### src/hw/adla_pkg.sv
// Constants for the two programmable decode arrays: literal and term layout.
// Assumes one 200 MHz clock; every pin is sampled through two flip-flops.
package adla_pkg;

    // Literal positions on the shared term input bus
    localparam int NIN        = 16;
    localparam int LIT_ADDR   = 0;   // Address bits 11..15
    localparam int N_ADDR     = 5;
    localparam int LIT_PORTC  = 5;   // Port C pins, address bits 16..18
    localparam int N_PORTC    = 3;
    localparam int LIT_TOP    = 8;   // Top address bit or sleep input
    localparam int LIT_PAGE   = 9;   // Page number bits
    localparam int N_PAGE     = 4;
    localparam int LIT_RD     = 13;
    localparam int LIT_WR     = 14;
    localparam int LIT_ALE    = 15;

    // Product term layout across both arrays
    localparam int NTERM      = 40;
    localparam int N_BANK     = 8;
    localparam int TERM_BANK  = 0;
    localparam int TERM_RAM   = 8;
    localparam int TERM_IO    = 9;
    localparam int TERM_TIN   = 10;
    localparam int TERM_TAOUT = 11;
    localparam int TERM_TDOUT = 12;
    localparam int TERM_WIDE  = 13;  // Four selects of four terms each
    localparam int N_WIDE     = 4;
    localparam int WIDE_TERMS = 4;
    localparam int TERM_NARW  = 29;  // Four selects of two terms each
    localparam int N_NARW     = 4;
    localparam int NARW_TERMS = 2;
    localparam int TERM_PC    = 37;  // Three single-term port C selects

    localparam int N_BYTE     = 8;

    // Pin bundle passed through the input synchroniser
    typedef struct packed {
        logic [N_ADDR-1:0]  addr;
        logic [N_PORTC-1:0] portc;
        logic               top;
        logic [N_PAGE-1:0]  page;
        logic               rd;
        logic               wr;
        logic               ale;
        logic [N_BYTE-1:0]  porta;
        logic [N_BYTE-1:0]  ad;
    } adla_pins_t;

endpackage

### src/hw/adla_term_if.sv
// Carrier between the decoder top and its product term array.
// Assumes the top drives literals and programming and reads the term hits.
`timescale 1ns/1ps
interface adla_term_if;
    import adla_pkg::*;

    logic [NIN-1:0]       lit;
    logic [NTERM*NIN-1:0] care;
    logic [NTERM*NIN-1:0] pol;
    logic [NTERM-1:0]     used;
    logic [NTERM-1:0]     hit;

    modport array (input lit, input care, input pol, input used, output hit);
    modport user  (output lit, output care, output pol, output used, input hit);
endinterface

### src/hw/adla_decoder.sv
// Top of the two programmable address decode arrays with port A tracking.
// Assumes pins come from the host bus unsynchronised; configuration and
// term programming ports are static non-volatile settings.
`timescale 1ns/1ps
module adla_decoder #(
    parameter bit PAGE_PRESENT = 1'b1,
    parameter bit RAM_PRESENT  = 1'b1
) (
    input  wire logic                                    clk_in,
    input  wire logic                                    arst_n_in,
    input  wire logic [adla_pkg::N_ADDR-1:0]             addr_hi_in,
    input  wire logic                                    top_addr_or_sleep_input_in,
    input  wire logic [adla_pkg::N_PAGE-1:0]             page_number_inputs_in,
    input  wire logic                                    read_strobe_input_in,
    input  wire logic                                    write_strobe_in,
    input  wire logic                                    addr_latch_strobe_in,
    input  wire logic                                    sleep_mode_sel_in,
    input  wire logic                                    port_a_track_enable_in,
    input  wire logic [adla_pkg::N_PORTC-1:0]            port_c_select_route_in,
    input  wire logic [adla_pkg::NTERM*adla_pkg::NIN-1:0] term_care_in,
    input  wire logic [adla_pkg::NTERM*adla_pkg::NIN-1:0] term_pol_in,
    input  wire logic [adla_pkg::NTERM-1:0]              term_used_in,
    input  wire logic [adla_pkg::N_PORTC-1:0]            port_c_pins_in,
    output logic      [adla_pkg::N_PORTC-1:0]            port_c_pins_out,
    output logic      [adla_pkg::N_PORTC-1:0]            port_c_pins_oe_out,
    input  wire logic [adla_pkg::N_BYTE-1:0]             port_a_pins_in,
    output logic      [adla_pkg::N_BYTE-1:0]             port_a_pins_out,
    output logic                                         port_a_pins_oe_out,
    input  wire logic [adla_pkg::N_BYTE-1:0]             low_addr_data_pins_in,
    output logic      [adla_pkg::N_BYTE-1:0]             low_addr_data_pins_out,
    output logic                                         low_addr_data_pins_oe_out,
    output logic      [adla_pkg::N_BANK-1:0]             memory_bank_selects_out,
    output logic                                         static_ram_select_out,
    output logic                                         io_port_select_out,
    output logic                                         track_in_select_out,
    output logic                                         track_address_out_select_out,
    output logic                                         track_data_out_select_out,
    output logic      [adla_pkg::N_WIDE-1:0]             wide_port_b_selects_out,
    output logic      [adla_pkg::N_NARW-1:0]             narrow_port_b_selects_out,
    output logic      [adla_pkg::N_PORTC-1:0]            port_c_selects_out,
    output logic                                         standby_out
);
    import adla_pkg::*;

    typedef struct packed {
        adla_pins_t          s1;
        adla_pins_t          s2;
        logic [N_BANK-1:0]   bank;
        logic                ram;
        logic                io;
        logic                tin;
        logic                taout;
        logic                tdout;
        logic [N_WIDE-1:0]   wide;
        logic [N_NARW-1:0]   narw;
        logic [N_PORTC-1:0]  pcs;
        logic [N_PORTC-1:0]  pc_out;
        logic [N_PORTC-1:0]  pc_oe;
        logic [N_BYTE-1:0]   pa_out;
        logic                pa_oe;
        logic [N_BYTE-1:0]   ad_out;
        logic                ad_oe;
        logic                standby;
    } adla_state_t;

    adla_state_t state_reg;
    adla_state_t state_next;
    logic [1:0]  rst_sync_reg;
    logic        rst_n;
    adla_pins_t  pins_now;
    logic        blank;
    logic        track_on;
    logic [N_PAGE-1:0]  page_lit;
    logic [N_PORTC-1:0] portc_lit;
    logic               top_lit;

    adla_term_if tif ();

    adla_term_array u_array (
        .tif (tif.array)
    );

    // Reset release through two flip-flops
    always_ff @(posedge clk_in or negedge arst_n_in) begin
        if (!arst_n_in) begin
            rst_sync_reg <= 2'h0;
        end else begin
            rst_sync_reg <= {rst_sync_reg[0], 1'h1};
        end
    end
    assign rst_n = rst_sync_reg[1];

    // Raw pin bundle into the synchroniser
    assign pins_now.addr  = addr_hi_in;
    assign pins_now.portc = port_c_pins_in;
    assign pins_now.top   = top_addr_or_sleep_input_in;
    assign pins_now.page  = page_number_inputs_in;
    assign pins_now.rd    = read_strobe_input_in;
    assign pins_now.wr    = write_strobe_in;
    assign pins_now.ale   = addr_latch_strobe_in;
    assign pins_now.porta = port_a_pins_in;
    assign pins_now.ad    = low_addr_data_pins_in;

    // Sleep blanking, track enable and literal conditioning
    assign blank     = sleep_mode_sel_in & state_reg.s2.top;
    assign top_lit   = sleep_mode_sel_in ? 1'h0 : state_reg.s2.top;
    assign page_lit  = PAGE_PRESENT ? state_reg.s2.page : 4'h0;
    assign portc_lit = state_reg.s2.portc & ~port_c_select_route_in;
    assign track_on  = port_a_track_enable_in;

    // Shared literal bus for both arrays; reset is deliberately absent
    assign tif.lit  = {state_reg.s2.ale, state_reg.s2.wr, state_reg.s2.rd,
                       page_lit, top_lit, portc_lit, state_reg.s2.addr};
    assign tif.care = term_care_in;
    assign tif.pol  = term_pol_in;
    assign tif.used = term_used_in;

    // Next state: synchroniser, array outputs, port drivers
    always_comb begin
        state_next    = state_reg;
        state_next.s1 = pins_now;
        state_next.s2 = state_reg.s1;
        state_next.bank  = tif.hit[TERM_BANK +: N_BANK] & {N_BANK{~blank}};
        state_next.ram   = RAM_PRESENT & tif.hit[TERM_RAM] & ~blank;
        state_next.io    = tif.hit[TERM_IO] & ~blank;
        state_next.tin   = tif.hit[TERM_TIN] & ~blank;
        state_next.taout = tif.hit[TERM_TAOUT] & ~blank;
        state_next.tdout = tif.hit[TERM_TDOUT] & ~blank;
        for (int i = 0; i < N_WIDE; i++) begin
            state_next.wide[i] = (|tif.hit[TERM_WIDE + i*WIDE_TERMS +: WIDE_TERMS]) & ~blank;
        end
        for (int i = 0; i < N_NARW; i++) begin
            state_next.narw[i] = (|tif.hit[TERM_NARW + i*NARW_TERMS +: NARW_TERMS]) & ~blank;
        end
        state_next.pcs    = tif.hit[TERM_PC +: N_PORTC] & {N_PORTC{~blank}};
        state_next.pc_out = state_next.pcs & port_c_select_route_in;
        state_next.pc_oe  = port_c_select_route_in;
        // Port A to bus on track-in read
        state_next.ad_oe  = track_on & state_next.tin & state_reg.s2.rd;
        state_next.ad_out = state_reg.s2.porta;
        // Bus address on latch strobe, or bus data on any track data out select, out through port A
        state_next.pa_oe  = track_on & ((state_next.taout & state_reg.s2.ale)
                                        | state_next.tdout);
        state_next.pa_out = state_reg.s2.ad;
        state_next.standby = blank;
    end

    // State register; reset clears every select and driver
    always_ff @(posedge clk_in or negedge rst_n) begin
        if (!rst_n) begin
            state_reg <= '0;
        end else begin
            state_reg <= state_next;
        end
    end

    // Outputs straight from the state register
    assign memory_bank_selects_out      = state_reg.bank;
    assign static_ram_select_out        = state_reg.ram;
    assign io_port_select_out           = state_reg.io;
    assign track_in_select_out          = state_reg.tin;
    assign track_address_out_select_out = state_reg.taout;
    assign track_data_out_select_out    = state_reg.tdout;
    assign wide_port_b_selects_out      = state_reg.wide;
    assign narrow_port_b_selects_out    = state_reg.narw;
    assign port_c_selects_out           = state_reg.pcs;
    assign port_c_pins_out              = state_reg.pc_out;
    assign port_c_pins_oe_out           = state_reg.pc_oe;
    assign port_a_pins_out              = state_reg.pa_out;
    assign port_a_pins_oe_out           = state_reg.pa_oe;
    assign low_addr_data_pins_out       = state_reg.ad_out;
    assign low_addr_data_pins_oe_out    = state_reg.ad_oe;
    assign standby_out                  = state_reg.standby;

    // Checks on the decoder behaviour
    a_sleep_blanks: assert property (@(posedge clk_in) disable iff (!rst_n)
        blank |=> (standby_out && memory_bank_selects_out == 8'h00 && port_c_selects_out == 3'h0
                   && wide_port_b_selects_out == 4'h0 && !io_port_select_out && !port_a_pins_oe_out))
        else $error("sleep did not blank outputs");

    a_addr_mode_awake: assert property (@(posedge clk_in) disable iff (!rst_n)
        !sleep_mode_sel_in |=> !standby_out)
        else $error("standby entered in address mode");

    a_portc_literal: assert property (@(posedge clk_in) disable iff (!rst_n)
        tif.lit[LIT_PORTC +: N_PORTC] == (state_reg.s2.portc & ~port_c_select_route_in))
        else $error("port C literal wrong");

    a_reset_quiet: assert property (@(posedge clk_in)
        !rst_n |-> (memory_bank_selects_out == 8'h00 && !port_a_pins_oe_out
                    && !low_addr_data_pins_oe_out && port_c_pins_oe_out == 3'h0))
        else $error("output active during reset");

    a_bank_follows: assert property (@(posedge clk_in) disable iff (!rst_n)
        rst_n |=> memory_bank_selects_out == ($past(tif.hit[TERM_BANK +: N_BANK]) & {N_BANK{!$past(blank)}}))
        else $error("bank select mismatch");

    a_track_gate: assert property (@(posedge clk_in) disable iff (!rst_n)
        !track_on |=> (!port_a_pins_oe_out && !low_addr_data_pins_oe_out))
        else $error("port A driven outside track mode");

    a_track_read: assert property (@(posedge clk_in) disable iff (!rst_n)
        (track_on && tif.hit[TERM_TIN] && state_reg.s2.rd && !blank)
        |=> (low_addr_data_pins_oe_out && low_addr_data_pins_out == $past(state_reg.s2.porta)))
        else $error("track read path wrong");

    a_track_addr: assert property (@(posedge clk_in) disable iff (!rst_n)
        (track_on && tif.hit[TERM_TAOUT] && state_reg.s2.ale && !blank)
        |=> (port_a_pins_oe_out && port_a_pins_out == $past(state_reg.s2.ad)))
        else $error("track address out wrong");

    a_track_data: assert property (@(posedge clk_in) disable iff (!rst_n)
        (track_on && tif.hit[TERM_TDOUT] && !blank) |=> port_a_pins_oe_out)
        else $error("track data out missing");

    a_wide_sum: assert property (@(posedge clk_in) disable iff (!rst_n)
        (!blank && |tif.hit[TERM_WIDE +: WIDE_TERMS]) |=> wide_port_b_selects_out[0])
        else $error("wide select sum wrong");

    a_narrow_sum: assert property (@(posedge clk_in) disable iff (!rst_n)
        rst_n |=> narrow_port_b_selects_out[0] == ($past(|tif.hit[TERM_NARW +: NARW_TERMS]) && !$past(blank)))
        else $error("narrow select sum wrong");

    a_portc_route: assert property (@(posedge clk_in) disable iff (!rst_n)
        ##1 port_c_pins_out == ($past(port_c_select_route_in) & port_c_selects_out))
        else $error("port C routing wrong");

    c_sleep_entry: cover property (@(posedge clk_in) disable iff (!rst_n) $rose(standby_out));
    c_track_read:  cover property (@(posedge clk_in) disable iff (!rst_n) low_addr_data_pins_oe_out);
    c_track_addr:  cover property (@(posedge clk_in) disable iff (!rst_n) port_a_pins_oe_out);
    c_wide_hit:    cover property (@(posedge clk_in) disable iff (!rst_n) |wide_port_b_selects_out);
endmodule

### src/hw/adla_term_array.sv
// Combinational product term array shared by both decode arrays.
// Assumes literals are already synchronised and programming is static.
`timescale 1ns/1ps
module adla_term_array (
    adla_term_if.array tif
);
    import adla_pkg::*;

    // One AND term per entry: a literal with care low is don't care, else it must equal pol
    genvar t;
    generate
        for (t = 0; t < NTERM; t++) begin : g_term
            assign tif.hit[t] = tif.used[t] &
                &(~tif.care[t*NIN +: NIN] | ~(tif.lit ^ tif.pol[t*NIN +: NIN]));
        end
    endgenerate
endmodule

### config.mk
export PLATFORM = sky130hd
export DESIGN_NAME = adla_decoder
export DESIGN_NICKNAME = d
export VERILOG_FILES = /design/src/hw/adla_pkg.sv /design/src/hw/adla_term_if.sv /design/src/hw/adla_decoder.sv /design/src/hw/adla_term_array.sv
export SDC_FILE = /design/constraint.sdc
export NUM_CORES = 1
export LEC_CHECK = 0
export BUFFER_PORTS_ARGS = -buffer_cell sky130_fd_sc_hd__buf_4
export CAP_MARGIN = 5
export CORE_AREA = 2 2 552 554
export DETAILED_ROUTE_END_ITERATION = 10
export DIE_AREA = 0 0 554 556
export GPL_TIMING_DRIVEN = 0
export SLEW_MARGIN = 20
export SYNTH_ARGS = -nofsm -noshare
export SYNTH_HDL_FRONTEND = slang
export SYNTH_SLANG_ARGS = --single-unit
### constraint.sdc
create_clock -name clk_in -period 4.9 [get_ports clk_in]
set_input_delay 0.49 -clock clk_in [delete_from_list [all_inputs] [get_ports clk_in]]
set_output_delay 0.49 -clock clk_in [all_outputs]
set_load 0.05 [all_outputs]
# Yosys cells after proc, flatten, opt, wreduce, memory -nomap -nowiden
# Cells that the tools add are included.
[word_totals]
ram_bits = 0
ff_bits = 115
in_bits = 1359
romBits = 0
out_inout_bits = 49
latch_bits = 0
memories = 0
[op_classes]
bitwise_logic = 225
shift = 0
n_lt_le_gt_ge = 0
addsub = 0
div = 0
n_mux = 1
reduce_logical = 48
eq_ne = 0
multipliers = 0
[op_table]
columns = ["op", "count"]
rows = [
  ["$not A16 Y16", 80],
  ["$or A16 B16 Y16", 40],
  ["$reduce_and A16 Y1", 40],
  ["$xor A16 B16 Y16", 40],
  ["$and A1 B1 Y1", 58],
  ["$reduce_or A4 Y1", 4],
  ["$and A3 B3 Y3", 3],
  ["$and A8 B8 Y8", 1],
  ["$reduce_or A2 Y1", 4],
  ["$not A3 Y3", 1],
  ["$mux W1", 1],
  ["$not A1 Y1", 1],
  ["$or A1 B1 Y1", 1],
]

# Logic depth before layout (Yosys ltp)
# Gate-level depths: netlist of run 1.
[depth]
ltp_word = 11
ltp_mapped = 8
ltp_nobuf = 5

# By module
# Synthesis of run 1 repeated with hierarchy kept, for this count alone.
[unflattened]
cells_unflattened = 1351
area_unflattened_um2 = 13027.5
[by_module_without_submodules]
columns = ["mod", "instances", "area_each_um2", "cells_per_inst"]
rows = [
  ["adla_term_array", 1, 9557.9, 1148],
  ["adla_decoder", 1, 3469.6, 203],
]

# Worst setup path after synthesis of run 1
# OpenSTA, ideal clock, no wires.
[synth_path]
path_kind = "in2reg"
start = "in port_c_select_route_in[1] (netlist bit)"
end = "reg state_reg (netlist bit narrow_port_b_selects_out[1])"
t_required_ns = 4.819
slack_ns = 3.075
path_stages = 8
n_path_buf = 3
setup_ns = 0.081
t_arrival_ns = 1.744
path_cell_list = "nand2b_1 -> buf_4 -> buf_6 -> buf_12 -> xnor2_1 -> a2111oi_2 -> nand4_1 -> a21oi_1"
[synth_rtl]
columns = ["element", "line", "rtl"]
rows = [
  ["start: declaration", "adla_decoder.sv:19", "input wire logic [adla_pkg::N_PORTC-1:0] port_c_select_route_in,"],
  ["end signal: assignment", "adla_decoder.sv:153", "state_reg <= state_next;"],
  ["end: declaration", "adla_decoder.sv:66", "adla_state_t state_reg;"],
]

==> results of run 1 <==
## metal layers
layer  wire length [um]  up-vias  GRT usage  part of all wire
met1             115000     9617      0.211              0.36
met3              53800      795      0.154              0.17
met5               2620        -          0            0.0082
met4              10700      410     0.0568             0.033
met2             136000     1964      0.304              0.43
li1                   -     7871          -                 -
## per-stage QoR
stage | total power, mW | cell area [sq um] | hold WS (ps) | instances
6_report | 5.51 | 30000 | 60.8 | 6906
5_1_grt | 5.74 | 29700 | 11.3 | 6812
4_1_cts | 5.69 | 29600 | 4.63 | 6772
3_5_place_dp | 3.83 | 28600 | 277 | 6706
3_3_place_gp | 3.80 | 28400 | 274 | 6695
2_1_floorplan | 1.83 | 12900 | 194 | 1310
## logic make-up after synthesis
| logic type | Yosys count |
|---|---|
| XOR/XNOR | 640 |
| AO/OA/AOI/OAI | 308 |
| buffers and inverters | 150 |
| flip-flops | 115 |
| AND/OR/NAND/NOR | 96 |
| other | 1 |
## worst max-delay path: cells and delay by family, from the launching register on
family                    cells  cell delay, ps
AOI/OAI and AO/OA             3            1390
xor gates and xnor gates      1             180
buffers and inverters         2            1030
DFF                           1             320
and+or+nand+nor               1             710
## area by class of cell
| cell class | count | area [sq um] |
|---|---|---|
| fillers | 35100 | 272000 |
| flip-flops and latches | 115 | 2880 |
| diodes | 133 | 333 |
| repair buffers | 1452 | 11000 |
| well taps | 3978 | 4980 |
| plain buffers | 122 | 1040 |
| multi-input cells | 1045 | 8930 |
| inverters | 28 | 106 |
| clock buffers | 23 | 553 |
| clock inverters | 10 | 110 |
## worst min-delay path by stage
stage | startpoint | depth (start not counted) | endpoint | slack, ps
final | port_c_select_route_in[2] | 1 | port_c_pins_oe_out[2] | 60
after global routing | port_c_select_route_in[2] | 1 | port_c_pins_oe_out[2] | 10
after floorplan | arst_n_in | 0 | rst_sync_reg[0] | 190
after detailed placement | arst_n_in | 1 | rst_sync_reg[0] | 280
after global placement | arst_n_in | 1 | rst_sync_reg[0] | 270
after CTS | port_c_select_route_in[2] | 1 | port_c_pins_oe_out[2] | 5
## cells in the mapped netlist
master | number | area, sq um
buf_2 | 20 | 100
conb_1 | 1 | 3.75
o211ai_1 | 3 | 22.5
buf_12 | 4 | 80.1
o21ai_1 | 6 | 30.0
a41oi_1 | 3 | 26.3
buf_8 | 1 | 15.0
a222oi_1 | 80 | 801
nor3b_1 | 4 | 30.0
clkbuf_1 | 2 | 7.51
buf_6 | 33 | 372
o21ai_0 | 10 | 50.1
xor2_1 | 461 | 4040
a21oi_1 | 4 | 20.0
a22oi_1 | 66 | 495
nand2b_1 | 4 | 25.0
nand2_1 | 15 | 56.3
a41oi_2 | 1 | 16.3
and4_1 | 5 | 43.8
xnor2_1 | 177 | 1550
nor2_1 | 6 | 22.5
nand3_1 | 14 | 70.1
dfrtp_1 | 115 | 2880
nand4_1 | 30 | 188
a2111oi_2 | 9 | 135
and2_1 | 3 | 18.8
o21a_1 | 1 | 7.51
a2111oi_0 | 8 | 70.1
a22o_1 | 66 | 578
xnor2_2 | 2 | 32.5
buf_4 | 62 | 465
inv_1 | 27 | 101
a2111oi_1 | 2 | 20.0
and3_1 | 14 | 87.6
a221oi_1 | 49 | 429
clkinv_1 | 1 | 3.75
and4b_1 | 1 | 10.0
## power breakdown
| part | internal [mW] | switching, mW | total (mW) |
|---|---|---|---|
| Sequential | 0.987 | 0.0161 | 1.00 |
| Clock | 0.924 | 0.803 | 1.73 |
| Combinational | 1.22 | 1.56 | 2.78 |
==> summary.txt, run 1 <==
Detailed routing
  – Wire per inst: 46.1 um
  – Iteration count of the initial detailed-routing pass: 6
  – Routed Antenna Nets: 0
  – Iter 0 DRT Violations: 2374
  – Detailed Route WL: 318000 um
  – Vias/cell: 2.99
  – Vias: 20700
  – Drt drc: 0

Final layout
  – Nets@finish: 4144
  – Most frequent cells in the layout: buf_4 (1474), xor2_1 (458), xnor2_1 (177)
  – Core Util, Final: 0.0992
  – Area grow syn2layout: 132%
  – Most common cell after layout, fill and taps aside: buf_4
  – Share of cells above drive strength 1: 0.570
  – Max FFs per register: 48

Floorplanning
  – Core ar.: 302000 sq um
  – Initial Util: 0.0427
  – Die Area: 308000 sq um
  – # rows: 202
  – Die W: 554 um
  – I/O pin cnt: 1408
  – Die Ht: 556 um

Worst setup path
  – Crit-path cells: clkbuf_1 -> buf_4 -> xnor2_1 -> o21ai_0 -> a2111oi_1 -> nand4_1 -> a41oi_2
  – Setup CP Type: flip-flop to flip-flop
  – Critical Path Sink Type: flip-flop
  – Reg-to-reg slack, setup: 1130 ps
  – CP Data Required Time: 5380 ps
  – R2R cell count: 7
  – Worst-path maximum fanout: 10
  – CP endpoint: wide_port_b_selects_out[2]
  – CP max stage cell: a2111oi_1
  – Crit start category: flip-flop
  – Critical R2R Capture: wide_port_b_selects_out[2]
  – Startpoint of the worst register-to-register path: state_reg[76]
  – Crit path largest cell delay: 860 ps
  – Worst Setup SP: state_reg[76]
  – Data arrival, critical path: 4250 ps

Timing
  – Final min period: 3770 ps
  – Final setup fails: 0
  – Final Hold Fails: 0
  – Worst slew pin tran: 1090 ps
  – Final WS setup: 1130 ps
  – Setup TNS: 0 ps
  – RSZ-0062 raised after global routing: false
  – Layout Skew: 54.5 ps
  – FMAX: 0.265 GHz
  – Fin crit share: 0.770
  – Worst relative slew slack: 0.253
  – Slew Viols, Final: 0

Synth
  – Synth Area in Adders: 0
  – Synth Area in XOR/XNOR: 0.436
  – Syn nets: 2669
  – Library cells used by synthesis: 37
  – Syn_area_per_cell: 9.85 sq um
  – Mux cell area share after synthesis: 0
  – Number of synthesized register bits: 115
  – Post-synthesis compound-gate area fraction: 0.209
  – Cell area after synthesis: 12900 sq um
  – Synth Area in Simple Gates: 0.0428
  – Yosys warnings: 0
  – Register area share after synthesis: 0.223
  – Post-Synthesis Cells: 1310
  – Largest family of logic cells by synthesized area: XOR/XNOR gates

Global routing
  – Initial antenna violation count: 492
  – Vias in the first global route: 19300
  – GRT Overall Usage: 0.199
  – GRT overflow: 0
  – Largest net degree at the start of global routing: 40
  – First-pass GRT wire length: 359000 um

Clocking
  – Post-cts resize count: 0
  – Hold Buf Count CTS: 33
  – Post-CTS setup repair buffer count: 0
  – Root Driver: clkbuf_16
  – H-tree depth: 4
  – Clk slew on worst S/H paths: 80 ps
  – Clock Latency Late Sink: 590 ps
  – CTS Buf Count: 21
  – CTS tree: yes
  – TritonCTS Sinks: 115
  – Max Root-Sink Buffers: 3

Job
  – MaxCap Viol Count: 0

Pwr
  – Pleak: 12.9 nW
  – Power per cell area: 184 nW/um^2
  – Max VDD drop: 0.000235 V

Min path
  – HP Class: input pin to flip-flop

Placement
  – Routability cong.: 0.925
  – Port bufs: 1407
  – Dpl ws: 326 ps
  – HPWL after detailed placement: 289000 um

Status
  – Status: finished, final reports clean
Power figures use the tool's default switching activity.
==> inputs of run 2 (changes only) <==
==> constraint.sdc (replaced) <==
create_clock -name clk_in -period 3.45 [get_ports clk_in]
set_input_delay 0.345 -clock clk_in [delete_from_list [all_inputs] [get_ports clk_in]]
set_output_delay 0.345 -clock clk_in [all_outputs]
set_load 0.05 [all_outputs]
==> run 2 against run 1 <==
  * Critical path type unchanged
  * Cell count increased by 0.29%
  * First-iteration DRC count grew 0.80%
  * Highest routed layer unchanged
  * Clock-buffer cell count unchanged
==> summary.txt, run 2 (same netlist as run 1, synthesis figures left out) <==
Status
  – Status: finished, final reports clean

Job
  – MaxCap Viol Count: 0 (unchanged)

Worst setup path
  – Crit-path cells: nand2b_1 -> buf_2 -> buf_4 -> xnor2_1 -> a222oi_1 -> nand4_1 -> a41oi_1
  – Buf/Inv on CP: 2 (unchanged)
  – Critical R2R Capture: wide_port_b_selects_out[3]
  – CP max stage cell: nand4_1
  – Crit path largest cell delay: 880 ps (+20 ps)
  – CP Data Required Time: 3920 ps (-1460 ps)
  – Setup CP Type: flip-flop to flip-flop
  – R2R cell count: 7 (unchanged)
  – Data arrival, critical path: 3910 ps (-340 ps)
  – Worst-path maximum fanout: 10 (unchanged)
  – Startpoint of the worst register-to-register path: state_reg[75]
  – Worst path top cell family by delay: simple AND/OR/NAND/NOR gates
  – Crit start category: flip-flop
  – Critical Path Sink Type: flip-flop
  – Reg-to-reg slack, setup: 20 ps (-1110 ps)

Final layout
  – Max FFs per register: 48 (unchanged)
  – Nets@finish: 4155 (+0.27%)
  – Most frequent cells in the layout: buf_4 (1471), xor2_1 (458), xnor2_1 (174)
  – Area occupied by registers: 2880 sq um (unchanged)
  – Most common cell after layout, fill and taps aside: buf_4
  – Area of the multi-input gates: 8970 sq um (+0.50%)
  – Layout fillers: 35100 (-0.031%)
  – Share of cells above drive strength 1: 0.569 (about the same)
  – Area grow syn2layout: 135%

Min path
  – Hold Crit Depth: 4 (+3)
  – Hold Path Sink: memory_bank_selects_out[5]
  – HP Class: input pin to flip-flop
  – Worst hold start: term_care_in[80]

Global routing
  – First-pass GRT wire length: 359000 um (+0.14%)
  – Initial antenna violation count: 490 (-0.41%)
  – GRT Overall Usage: 0.199 (about the same)
  – Vias in the first global route: 19400 (+0.60%)
  – Largest net degree at the start of global routing: 40 (unchanged)
  – GRT overflow: 0 (unchanged)

Floorplanning
  – Core ar.: 302000 sq um (unchanged)
  – # rows: 202 (unchanged)
  – Initial Util: 0.0427 (unchanged)
  – I/O pin cnt: 1408 (unchanged)
  – Die Area: 308000 sq um (unchanged)
  – Die W: 554 um (unchanged)
  – Die Ht: 556 um (unchanged)

Timing
  – RSZ-0062 raised after global routing: false
  – Fin crit share: 0.995 (+0.226)
  – Final Hold Fails: 0 (unchanged)
  – FMAX: 0.291 GHz (+9.8%)
  – Final min period: 3430 ps (-338 ps)
  – Layout Skew: 50.9 ps (-3.62 ps)
  – Final setup fails: 0 (unchanged)
  – Final WS setup: 16.8 ps (-1110 ps)
  – WHS: 68.2 ps (+7.32 ps)
  – Worst slew pin tran: 1100 ps (+3.39 ps)
  – Setup TNS: 0 ps (unchanged)
  – Worst relative slew slack: 0.251 (-0.00232)
  – Slew Viols, Final: 0 (unchanged)

Pwr
  – Power per cell area: 260 nW/um^2 (+41%)
  – Pleak: 13.0 nW (+0.87%)
  – Max VDD drop: 0.000338 V (+44%)

Detailed routing
  – Routed Antenna Nets: 0 (unchanged)
  – Vias: 20800 (+0.83%)
  – Iteration count of the initial detailed-routing pass: 9 (+3)
  – Iter 0 DRT Violations: 2393 (+0.80%)
  – Wire per inst: 45.9 um (-0.27%)
  – Detailed Route WL: 318000 um (about the same)
  – Drt drc: 0 (unchanged)
  – Vias/cell: 3.01 (+0.54%)

Placement
  – Routability cong.: 0.925 (unchanged)
  – Dpl ws: -979 ps (-1310 ps)
  – Port bufs: 1407 (unchanged)
  – HPWL after detailed placement: 289000 um (unchanged)

Clocking
  – H-tree depth: 4 (unchanged)
  – Clock Latency Late Sink: 580 ps (about the same)
  – TritonCTS Sinks: 115 (unchanged)
  – Clk slew on worst S/H paths: 90 ps (about the same)
  – CTS Buf Count: 21 (unchanged)
  – Root Driver: clkbuf_16
  – Max Root-Sink Buffers: 3 (unchanged)
  – CTS tree: yes
  – Post-CTS setup repair buffer count: 0 (unchanged)
-- run 2: cell types whose count changed in the layout (fill, tap and decap cells not counted), moves of 2 or more --
cell / change
buf_16: +2
diode_2: +9
buf_4: -3
buf_12: +4
buf_2: -3
xnor2_1: -3
dlygate4sd3_1: +12
xnor2_2: +3
-- run 2: repair_timing --
action	CTS	global route
resized for setup	30	0
hold endpoints to repair	43	0
endpoints found under the setup margin	8	0
hold buffers	45	0
-- run 2: cell type report --
cell class | count | share of cell area
Inverter | 28 | 0.00351
Clock buffer | 23 | 0.0183
Clock inverter | 10 | 0.00364
Buffer | 121 | 0.0377
Sequential cell | 115 | 0.0952
Timing Repair Buffer | 1464 | 0.369
Multi-Input combinational cell | 1045 | 0.296
Tap cell | 3978 | 0.164
Antenna cell | 142 | 0.0117
-- run 2: worst max path at each step --
stage,startpoint,endpoint,slack (ps),cells past startpoint
after floorplan,rst_sync_reg[1],io_port_select_out,9,0
after global placement,rst_sync_reg[1],memory_bank_selects_out[0],-4030,0
after detailed placement,port_c_select_route_in[0],io_port_select_out,-980,9
after CTS,state_reg[73],io_port_select_out,3,8
after global routing,state_reg[78],io_port_select_out,40,9
final,state_reg[75],wide_port_b_selects_out[3],20,7
-- run 2: power by group --
part	internal [mW]	switching (mW)
sequential	1.40	0.0249
clock	1.31	1.14
combinational	1.75	2.23
-- run 2: through the flow --
step | power [mW] | std cells | util | instance area, sq um
finish | 7.86 | 6926 | 0.100 | 30300
global route | 8.20 | 6825 | 0.0993 | 30000
CTS | 8.12 | 6783 | 0.0989 | 29900
detailed placement | 5.44 | 6706 | 0.0948 | 28600
global placement | 5.40 | 6695 | 0.0942 | 28400
floorplan | 2.60 | 1310 | - | 12900
-- run 2: tightest hold or removal path, stage by stage --
cell and delay [ps]:
buf_4 80, a222oi_1 50, nand3_1 70, nor2_1 50
-- run 2: routing by layer --
metal	share of wire	track usage	vias to the layer above	wire length (um)
li1	-	-	7920	-
met1	0.36	0.211	9734	116000
met2	0.43	0.304	1990	136000
met3	0.17	0.154	789	52900
met4	0.035	0.0557	396	11000
met5	0.0079	0	-	2500
